==> src/rtl/sbof_pkg.sv <==
package sbof_pkg;
   localparam int FIFO_BYTES_LOG2 = 12;
   localparam logic [4:0] LEN_MAX_LOG2 = 5'(FIFO_BYTES_LOG2);
   localparam logic [4:0] MIN_R16_LOG2 = 5'h02;
   localparam logic [4:0] MIN_R32_LOG2 = 5'h01;
   localparam logic [4:0] MIN_C16_LOG2 = 5'h01;
   localparam logic [4:0] MIN_C32_LOG2 = 5'h00;
   localparam logic [4:0] BPS_R16_LOG2 = 5'h01;
   localparam logic [4:0] BPS_R32_LOG2 = 5'h02;
   localparam logic [4:0] BPS_C16_LOG2 = 5'h02;
   localparam logic [4:0] BPS_C32_LOG2 = 5'h03;
   localparam int TRL_OVLD_BIT = 0;
   localparam int TRL_ERR_BIT = 1;
   localparam logic [31:0] FIFO_WORDS = 32'h00000400;
   typedef enum logic {SBOF_SRC_ONBOARD, SBOF_SRC_TTL} sbof_sclk_t;
   typedef enum logic {SBOF_PROC_SAMPLER, SBOF_PROC_ONBOARD} sbof_pclk_t;
   typedef enum logic {SBOF_PORT_BACKPLANE, SBOF_PORT_LOCAL} sbof_port_t;
   typedef struct packed {
      logic is_complex;
      logic is_wide;
      logic free_run;
      logic trailer_en;
      logic shared_timing;
      sbof_sclk_t sclk_sel;
      sbof_pclk_t pclk_sel;
      sbof_port_t port_sel;
      logic [31:0] req_len;
   } sbof_cfg_t;
   typedef struct packed {
      logic [31:0] data;
      logic last;
      logic trailer;
   } sbof_word_t;
endpackage

==> src/rtl/sbof_formatter.sv <==
`timescale 1ns/1ps
module sbof_formatter
   import sbof_pkg::*;
(
   input wire logic ref_clk,
   input wire logic rst_n,
   input wire logic clk_en,
   input wire sbof_cfg_t cfg,
   input wire logic start,
   input wire logic go_idle,
   input wire logic smp_valid,
   input wire logic [31:0] smp_re,
   input wire logic [31:0] smp_im,
   input wire logic adc_ovld,
   input wire logic adc_err,
   input wire logic sampler_tick_onboard,
   input wire logic sampler_tick_ttl,
   input wire logic sampler_tick_shared,
   input wire logic align_local,
   input wire logic align_shared,
   input wire logic proc_tick_onboard,
   input wire logic fifo_space,
   output logic smp_ready,
   output logic sampler_tick,
   output logic proc_tick,
   output logic align_pulse,
   output logic capturing,
   output logic overflow,
   output logic [4:0] len_log2,
   output logic out_valid,
   input wire logic out_ready,
   output logic [31:0] out_data,
   output logic out_last,
   output logic out_trailer,
   output logic out_port
);
   typedef enum logic [1:0] {SB_IDLE, SB_RUN, SB_IMAG, SB_TRAIL} sbof_st_t;
   typedef struct packed {
      sbof_st_t st;
      logic [31:0] cnt;
      logic ovld;
      logic err;
      logic ovf;
      logic [4:0] l2;
      logic [31:0] im_hold;
      logic sclk;
      logic pclk;
      logic algn;
      sbof_word_t [1:0] buf_w;
      logic [1:0] buf_n;
      logic rd;
      logic wr;
      logic cap;
      logic vld;
   } sbof_state_t;
   sbof_state_t s_r, s_nxt;

   logic [4:0] req_l2, min_l2, cap_l2, use_l2;
   logic [31:0] blk_len;
   logic push, pop, buf_full;
   sbof_word_t push_w;
   logic blk_end;

   always_comb begin
      req_l2 = 5'h00;
      for (int i = 0; i < 32; i++) begin
         if (cfg.req_len[i]) begin
            req_l2 = 5'(i);
         end
      end
      unique case ({cfg.is_complex, cfg.is_wide})
         2'b00: begin
            min_l2 = MIN_R16_LOG2;
            cap_l2 = LEN_MAX_LOG2 - BPS_R16_LOG2;
         end
         2'b01: begin
            min_l2 = MIN_R32_LOG2;
            cap_l2 = LEN_MAX_LOG2 - BPS_R32_LOG2;
         end
         2'b10: begin
            min_l2 = MIN_C16_LOG2;
            cap_l2 = LEN_MAX_LOG2 - BPS_C16_LOG2;
         end
         default: begin
            min_l2 = MIN_C32_LOG2;
            cap_l2 = LEN_MAX_LOG2 - BPS_C32_LOG2;
         end
      endcase
      use_l2 = req_l2;
      if (use_l2 < min_l2) begin
         use_l2 = min_l2;
      end
      if (use_l2 > cap_l2) begin
         use_l2 = cap_l2;
      end
   end

   assign blk_len = 32'h00000001 << s_r.l2;
   assign buf_full = s_r.buf_n == 2'h2;
   assign pop = out_ready && s_r.buf_n != 2'h0;

   function automatic logic [31:0] fmt(input logic [31:0] v, input logic wide);
      fmt = wide ? v : {16'h0000, v[31:16]};
   endfunction

   always_comb begin
      s_nxt = s_r;
      push = 1'b0;
      push_w = '0;
      blk_end = s_r.cnt == blk_len - 32'h00000001;
      s_nxt.sclk = cfg.shared_timing ? sampler_tick_shared :
         (cfg.sclk_sel == SBOF_SRC_TTL ? sampler_tick_ttl : sampler_tick_onboard);
      // selection changes pacing only, never the data path
      s_nxt.pclk = cfg.pclk_sel == SBOF_PROC_ONBOARD ? proc_tick_onboard : s_r.sclk;
      s_nxt.algn = cfg.shared_timing ? align_shared : align_local;
      s_nxt.rd = 1'b0;
      s_nxt.wr = cfg.port_sel == SBOF_PORT_LOCAL;
      if (pop) begin
         s_nxt.buf_w[0] = s_r.buf_w[1];
         s_nxt.buf_n = s_r.buf_n - 2'h1;
      end
      unique case (s_r.st)
         SB_IDLE: begin
            if (start) begin
               s_nxt.st = SB_RUN;
               s_nxt.cnt = '0;
               s_nxt.ovld = 1'b0;
               s_nxt.err = 1'b0;
               s_nxt.ovf = 1'b0;
               s_nxt.l2 = use_l2;
            end
         end
         SB_RUN: begin
            s_nxt.ovld = s_r.ovld | adc_ovld;
            s_nxt.err = s_r.err | adc_err;
            if (smp_valid && !buf_full) begin
               if (!fifo_space) begin
                  s_nxt.ovf = 1'b1;
                  s_nxt.st = SB_IDLE;
               end else begin
                  push = 1'b1;
                  push_w.data = fmt(smp_re, cfg.is_wide);
                  if (cfg.is_complex) begin
                     s_nxt.im_hold = smp_im;
                     s_nxt.st = SB_IMAG;
                  end else begin
                     push_w.last = blk_end && !cfg.trailer_en;
                     s_nxt.cnt = blk_end ? '0 : s_r.cnt + 32'h00000001;
                     if (blk_end) begin
                        s_nxt.st = cfg.trailer_en ? SB_TRAIL : (cfg.free_run ? SB_RUN : SB_IDLE);
                     end
                  end
               end
            end
            if (go_idle) begin
               s_nxt.st = SB_IDLE;
            end
         end
         SB_IMAG: begin
            s_nxt.ovld = s_r.ovld | adc_ovld;
            s_nxt.err = s_r.err | adc_err;
            if (!buf_full) begin
               push = 1'b1;
               push_w.data = fmt(s_r.im_hold, cfg.is_wide);
               push_w.last = blk_end && !cfg.trailer_en;
               s_nxt.cnt = blk_end ? '0 : s_r.cnt + 32'h00000001;
               s_nxt.st = SB_RUN;
               if (blk_end) begin
                  s_nxt.st = cfg.trailer_en ? SB_TRAIL : (cfg.free_run ? SB_RUN : SB_IDLE);
               end
            end
         end
         SB_TRAIL: begin
            if (!buf_full) begin
               push = 1'b1;
               push_w.data = '0; // low byte only
               push_w.data[TRL_OVLD_BIT] = s_r.ovld | adc_ovld;
               push_w.data[TRL_ERR_BIT] = s_r.err | adc_err;
               push_w.last = 1'b1;
               push_w.trailer = 1'b1;
               s_nxt.ovld = 1'b0;
               s_nxt.err = 1'b0;
               s_nxt.st = cfg.free_run ? SB_RUN : SB_IDLE;
            end
         end
         default: s_nxt.st = SB_IDLE;
      endcase
      if (push) begin
         s_nxt.buf_w[pop ? s_r.buf_n - 2'h1 : s_r.buf_n] = push_w;
         s_nxt.buf_n = pop ? s_r.buf_n : s_r.buf_n + 2'h1;
      end
      s_nxt.rd = s_nxt.st == SB_RUN && s_nxt.buf_n != 2'h2;
      s_nxt.cap = s_nxt.st != SB_IDLE;
      s_nxt.vld = s_nxt.buf_n != 2'h0;
   end

   always_ff @(posedge ref_clk or negedge rst_n) begin
      if (!rst_n) begin
         s_r <= '0;
      end else if (clk_en) begin
         s_r <= s_nxt;
      end
   end

   assign smp_ready = s_r.rd;
   assign sampler_tick = s_r.sclk;
   assign proc_tick = s_r.pclk;
   assign align_pulse = s_r.algn;
   assign capturing = s_r.cap;
   assign overflow = s_r.ovf;
   assign len_log2 = s_r.l2;
   assign out_valid = s_r.vld;
   assign out_data = s_r.buf_w[0].data;
   assign out_last = s_r.buf_w[0].last;
   assign out_trailer = s_r.buf_w[0].trailer;
   assign out_port = s_r.wr;
endmodule

==> config.mk <==
export PLATFORM = sky130hd
export DESIGN_NAME = sbof_formatter
export DESIGN_NICKNAME = d
export VERILOG_FILES = /design/src/rtl/sbof_pkg.sv /design/src/rtl/sbof_formatter.sv
export SDC_FILE = /design/constraint.sdc
export NUM_CORES = 1
export LEC_CHECK = 0
export BUFFER_PORTS_ARGS = -buffer_cell sky130_fd_sc_hd__buf_4
export CAP_MARGIN = 10
export CELL_PAD_IN_SITES_DETAIL_PLACEMENT = 1
export CELL_PAD_IN_SITES_GLOBAL_PLACEMENT = 1
export CORE_ASPECT_RATIO = 1.1
export CORE_MARGIN = 2
export CORE_UTILIZATION = 39
export DETAILED_ROUTE_END_ITERATION = 8
export PLACE_DENSITY_LB_ADDON = 0.1
export SLEW_MARGIN = 30
export SYNTH_ARGS = -nofsm -noshare
export SYNTH_HDL_FRONTEND = slang
export SYNTH_SLANG_ARGS = --single-unit
==> constraint.sdc <==
create_clock -name ref_clk -period 3.6 [get_ports ref_clk]
set_input_delay 0.18 -clock ref_clk [delete_from_list [all_inputs] [get_ports ref_clk]]
set_output_delay 0.18 -clock ref_clk [all_outputs]
set_load 0.005 [all_outputs]
==> metrics.txt, run 1 <==
outcome finished, final reports clean; overall power 6.46 mW; Final HPWL DP 22600 um; mapped cell area 9690 um^2; M1 GR Usage 0.287; slowest stage delay, CP 0.39 ns; crit path launch len_log2[2]; Max-slew headroom 0.378; CP Capture Point s_r[145]; clk_lat worst skew 0.43 ns; Startpoint Class register; Initial Util 0.397; GRT busiest layer met2; met3 Use GR 0.0506; syn nets 1210; maximum net fanout on the critical path 9; unrepaired setup endpoints after global routing true; Distinct cells, synth 74; vias in the first global route 9618; Port Buffers 165; main area contributors after synthesis dfrtp_1 39%, mux2_2 8.3%, nor2_1 3.9%; largest net degree at the start of global routing 92; number of synthesized register bits 151; met2 Use GR 0.458; area of the core 24400 um^2; first drt pass iteration count 5; post-route worst setup slack 0.126 ns; Critical Path AT 3.81 ns; Post-synth EDFFs 0; DR vias 8930; row count 60; CTS clk-pin slew, worst paths 0.07 ns; Antenna Violating Nets Remaining 0; slew at the pin closest to its max-slew limit 0.931 ns; clk sinks 151; drt first-iter violations 413; maximum clock frequency 288 MHz; Setup Skew 0.0153 ns; FF-to-FF End s_r[145]; Mean Syn Cell Area 9.00 um^2; IO Pins 167; PwrDens 527 nW/um^2; DIE AREA 26100 um^2; reg2reg path depth 14; crit path cell chain or2_4 -> nor2_4 -> nand3_2 -> ha_4 -> or3b_4 -> or3_1 -> a311oi_2 -> nor4_2 -> nand4_1 -> nor4_4 -> or2_4 -> buf_4 -> or3_1 -> o21ai_0; CTS tree built; Lkg Pwr 5.51 nW; post-synth top area share 0.390; Chip Height 169 um; layout cells sized above 1 0.281; Die Width 154 um; root buffer cell clkbuf_16; Final Cycle Share 0.965; reg2reg setup slack 0.13 ns; all-layer global routing usage 0.250; Top FF cell, synth dfrtp_1; placed cell area 11200 um^2; WL final 32200 um; max-slew violations 0; Max Cap Viol 0; first-pass GRT wire length 51800 um; Post-Synthesis Cells 1076; count of final setup violators 0; clk buf depth 2; worst slack at placement -0.0978 ns; Period minus WS final 3.47 ns; Final Wtd Congestion 0.873; worst vdd ir 332 uV; Ys Warns 0; Synth async-reset ratio 1.00; total gr overflow 0; CTS Buf Count 17; crit path kind register to register; drc violations 0; vias per cell 5.72; Final Core Density 0.502; Max H-tree Level 4; routed len/inst 20.6 um; Crit path required time 3.94 ns; initial antenna violation count 1; fin nets 1372; post-route cell area 12200 um^2; R2R Path Start len_log2[2]; Area Growth Syn to Fin 26.5%; Hold Path Class input pin to register; post-synth top area cell dfrtp_1; register area share after synthesis 0.390; highest-delay cell along the critical path or3b_4; final hold vios 0; CP Capture Type register
## sequential cells by signal, indices dropped and copies added, names as in the netlist
| register | count |
|---|---|
| s_r | 104 |
| out_data | 32 |
| len_log2 | 5 |
| align_pulse | 1 |
| capturing | 1 |
| out_last | 1 |
| out_port | 1 |
| out_trailer | 1 |
| out_valid | 1 |
| overflow | 1 |
| proc_tick | 1 |
| sampler_tick | 1 |
| smp_ready | 1 |
## worst max-delay path, delay by kind of cell, from the launching register on
kind                     cells  cell delay (ns)
AND/OR/NAND/NOR             10             2.18
AO/OA/AOI/OAI                2             0.44
flip-flops                   1             0.38
adder cells (fa/ha/maj)      1             0.19
buffers and inverters        1             0.17
## cell families (layout without fill, tap and decap cells)
group	Yosys count	in the layout	synth area share
and+or+nand+nor	353	353	0.185
AOI/OAI and AO/OA	289	289	0.189
DFF	151	151	0.390
buffers and inverters	136	311	0.0707
muxes	108	108	0.121
xor gates and xnor gates	25	25	0.0270
adders and majority gates	14	14	0.0181
other	0	1	0
## Yosys cell counts (all sizes together) (13+ instances only)
master and n:
nand3 26, inv 29, clkbuf 49, nand2b 14, o22ai 47, mux2 71
dfrtp 151, nand2 75, nor3 27, nor2 100, ha 14, o21ai 69
mux2i 37, a21oi 71, and3 19, buf 58, xnor2 13, a22oi 17
or3 14
## what timing repair did
action | in CTS | in global routing
buffers inserted | 0 | 4
gates cloned | 0 | 0
setup endpoints to repair | 5 | 28
resized for setup | 4 | 18
pin swaps | 4 | 10
endpoints found under the hold margin | 122 | 0
hold buffers | 35 | 0
## routing by layer
layer / vias up / share of wire
li1: 4207 / -
met1: 4497 / 0.41
met2: 180 / 0.52
met3: 46 / 0.040
met4: 0 / 0.030
met5: - / 0
## cell type report
class | count | area (um^2)
diodes | 1 | 2.50
clock buffers | 17 | 425
clock inverters | 15 | 181
fillers | 2818 | 12100
inverters | 29 | 109
multi-input cells | 789 | 5350
flip-flops and latches | 151 | 3780
well taps | 310 | 388
repair buffers | 250 | 2010
## through the flow
stage / setup TNS [ns] / hold slack [ns] / std cells
final: 0 / 0.0422 / 1562
after CTS: 0 / 0.0325 / 1558
after global placement: -0.0796 / 0.331 / 1491
after global routing: -0.166 / 0.0440 / 1562
after detailed placement: -0.314 / 0.335 / 1491
after floorplan: 0 / -0.116 / 1076
## power by group
part | switching (mW) | internal [mW]
logic | 1.07 | 1.03
clock network | 0.838 | 1.06
registers | 0.331 | 2.13
## worst min path at each step
stage | startpoint | endpoint | slack, ns | cells after the start
floorplan | rst_n | align_pulse | -0.12 | 0
global placement | rst_n | len_log2[2] | 0.33 | 1
detailed placement | rst_n | len_log2[3] | 0.33 | 1
CTS | adc_err | s_r[115] | 0.03 | 3
global route | adc_err | s_r[115] | 0.04 | 3
finish | adc_err | s_r[115] | 0.04 | 3
## cells in the final DEF (no fill, tap or decap), drive strengths merged, types with 19 or more instances in the layout
cell type / count
inv: 38
o22ai: 47
dlygate4sd3: 35
nand3: 26
nor3: 27
o21ai: 69
buf: 214
mux2i: 37
a21oi: 71
nand2: 75
nor2: 100
mux2: 71
and3: 19
dfrtp: 151
(Power assumes the default switching activity.)
==> inputs of run 2 (changes only) <==
--- a/config.mk
+++ b/config.mk
@@ -13,6 +13,7 @@
 export CORE_MARGIN = 2
 export CORE_UTILIZATION = 39
 export DETAILED_ROUTE_END_ITERATION = 8
+export HOLD_SLACK_MARGIN = 0.08
 export PLACE_DENSITY_LB_ADDON = 0.1
 export SLEW_MARGIN = 30
 export SYNTH_ARGS = -nofsm -noshare
==> run 2 against run 1 <==
Effect of this change:
- flip-flop and latch count did not move
- clock skew shrank 0.0015 ns
- fmax barely moved
- non-clock buffer count rose by 4
- core utilization is 0.17 points higher
- via count is 0.29% higher
- first-iteration DRC count shrank 4.8%
- clock-buffer cell count is the same
- die area is the same
- critical path type unchanged
- largest power group unchanged
==> metrics.txt, run 2 (synthesis gave the netlist of run 1 again) <==
CTS Buf Count 17 (unchanged); root buffer cell clkbuf_16; drc violations 0 (unchanged); slew at the pin closest to its max-slew limit 0.931 ns (-0.000381 ns); vias in the first global route 9720 (+1.1%); commonest non-fill, non-tap cell in the layout buf_4; final hold vios 0 (unchanged); Setup TNS 0 ns (unchanged); CP Capture Type register; Port Buffers 165 (unchanged); Area Growth Syn to Fin 26.9%; area of the core 24400 um^2 (unchanged); initial antenna violation count 1 (unchanged); clk_lat worst skew 0.43 ns (about the same); largest net degree at the start of global routing 92 (unchanged); crit path cell chain or2_4 -> nor2_4 -> nand3_2 -> ha_4 -> or3b_4 -> or3_1 -> a311oi_2 -> nor4_2 -> nand4_1 -> nor4_4 -> or2_4 -> buf_4 -> or3_1 -> o21ai_0; WP buf/inv 1 (unchanged); Critical Path AT 3.81 ns (about the same); most frequent cells in the layout 210 x buf_4, 151 x dfrtp_1, 98 x nor2_1; total gr overflow 0 (unchanged); CTS clk-pin slew, worst paths 0.07 ns (about the same); PwrDens 527 nW/um^2 (-0.11%); maximum net fanout on the critical path 9 (unchanged); placed cell area 11200 um^2 (unchanged); DIE AREA 26100 um^2 (unchanged); Die Width 154 um (unchanged); worst vdd ir 331 uV (-0.40%); first drt pass iteration count 4 (-1); all-layer global routing usage 0.252 (+0.00192); clk buf depth 2 (unchanged); crit path kind register to register; Max Cap Viol 0 (unchanged); overall power 6.47 mW (+0.23%); IO Pins 167 (unchanged); max reg flops 104 (unchanged); count of final setup violators 0 (unchanged); Initial Util 0.397 (unchanged); outcome finished, final reports clean; vias per cell 5.72 (about the same); Worst path top cell family by delay simple AND/OR/NAND/NOR gates; first-pass GRT wire length 52100 um (+0.67%); Max-slew headroom 0.378 (about the same); Antenna Violating Nets Remaining 0 (unchanged); Startpoint Class register; row count 60 (unchanged); post-route cell area 12300 um^2 (+0.34%); Hold Path Class input pin to register; Crit path required time 3.94 ns (about the same); Chip Height 169 um (unchanged); CTS tree built; max-slew violations 0 (unchanged); Setup Skew 0.0139 ns (-0.00146 ns); Most flops, register s_r; Max H-tree Level 4 (unchanged); WL final 32600 um (+1.2%); maximum clock frequency 288 MHz (about the same); routed len/inst 20.8 um (+0.94%); highest-delay cell along the critical path or3b_4; layout cells sized above 1 0.280 (about the same); fin nets 1376 (+0.29%); Lkg Pwr 5.53 nW (+0.31%); clk sinks 151 (unchanged); drt first-iter violations 393 (-4.8%); DR vias 8956 (+0.29%); unrepaired setup endpoints after global routing true; slowest stage delay, CP 0.39 ns (about the same); Period minus WS final 3.47 ns (-0.00174 ns); Final Wtd Congestion 0.873 (unchanged); Final HPWL DP 22600 um (unchanged); Final Cycle Share 0.964 (about the same)
run 2: cell types whose count changed in the layout (fill, tap and decap cells not counted), sizes merged:
cell,delta
dlygate4sd3,+4
run 2: layout make-up:
| type | instances | area (um^2) |
|---|---|---|
| fill | 2817 | 12100 |
| clock inverter | 15 | 181 |
| sequential | 151 | 3780 |
| antenna | 1 | 2.50 |
| clock buffer | 17 | 425 |
| inverter | 29 | 109 |
| timing repair buffer | 254 | 2050 |
| tap | 310 | 388 |
| multi-input combinational | 789 | 5350 |
run 2: per-layer routing:
layer	wire (um)	share of wire	global-route usage
met4	1120	0.034	0.104
met2	16900	0.52	0.458
met1	13500	0.41	0.290
met3	1110	0.034	0.0495
met5	0	0	0
run 2: report_power, final:
part           switching, mW  total [mW]  internal, mW  leakage [nW]
sequential             0.334        2.47          2.13          1.96
clock                  0.842        1.90          1.06         0.304
combinational           1.07        2.10          1.03          3.27
run 2: what timing repair did:
action / in CTS / in global routing
setup buffers: 0 / 4
pin swaps: 4 / 10
hold buffers: 39 / 0
setup endpoints to repair: 5 / 28
resized for setup: 4 / 19
endpoints found under the hold margin: 125 / 0
run 2: path summary, 6_finish.rpt:
kind,startpoint,to,slack [ns],cells after the start
max,len_log2[2],s_r[145],0.13,14
min,align_local,align_pulse,0.08,3
max reg2reg,len_log2[2],s_r[145],0.13,14
min reg2reg,s_r[41],s_r[41],0.49,2
max in group asynchronous,rst_n,out_data[21],2.32,3
min in group asynchronous,rst_n,len_log2[3],0.36,2
run 2: per-stage QoR:
stage           util  setup WS [ns]  hold slack [ns]  std cells
2_1_floorplan      -        0.00445           -0.116       1076
5_1_grt        0.504        -0.0490            0.105       1566
6_report       0.504          0.128           0.0815       1566
3_3_place_gp   0.457        -0.0424            0.331       1491
4_1_cts        0.499         0.0117           0.0835       1562
3_5_place_dp   0.457        -0.0978            0.335       1491
run 2: worst min-delay path, stage by stage:
cell and delay (ns):
buf_4 0.07, mux2i_1 0.05, a21oi_1 0.16
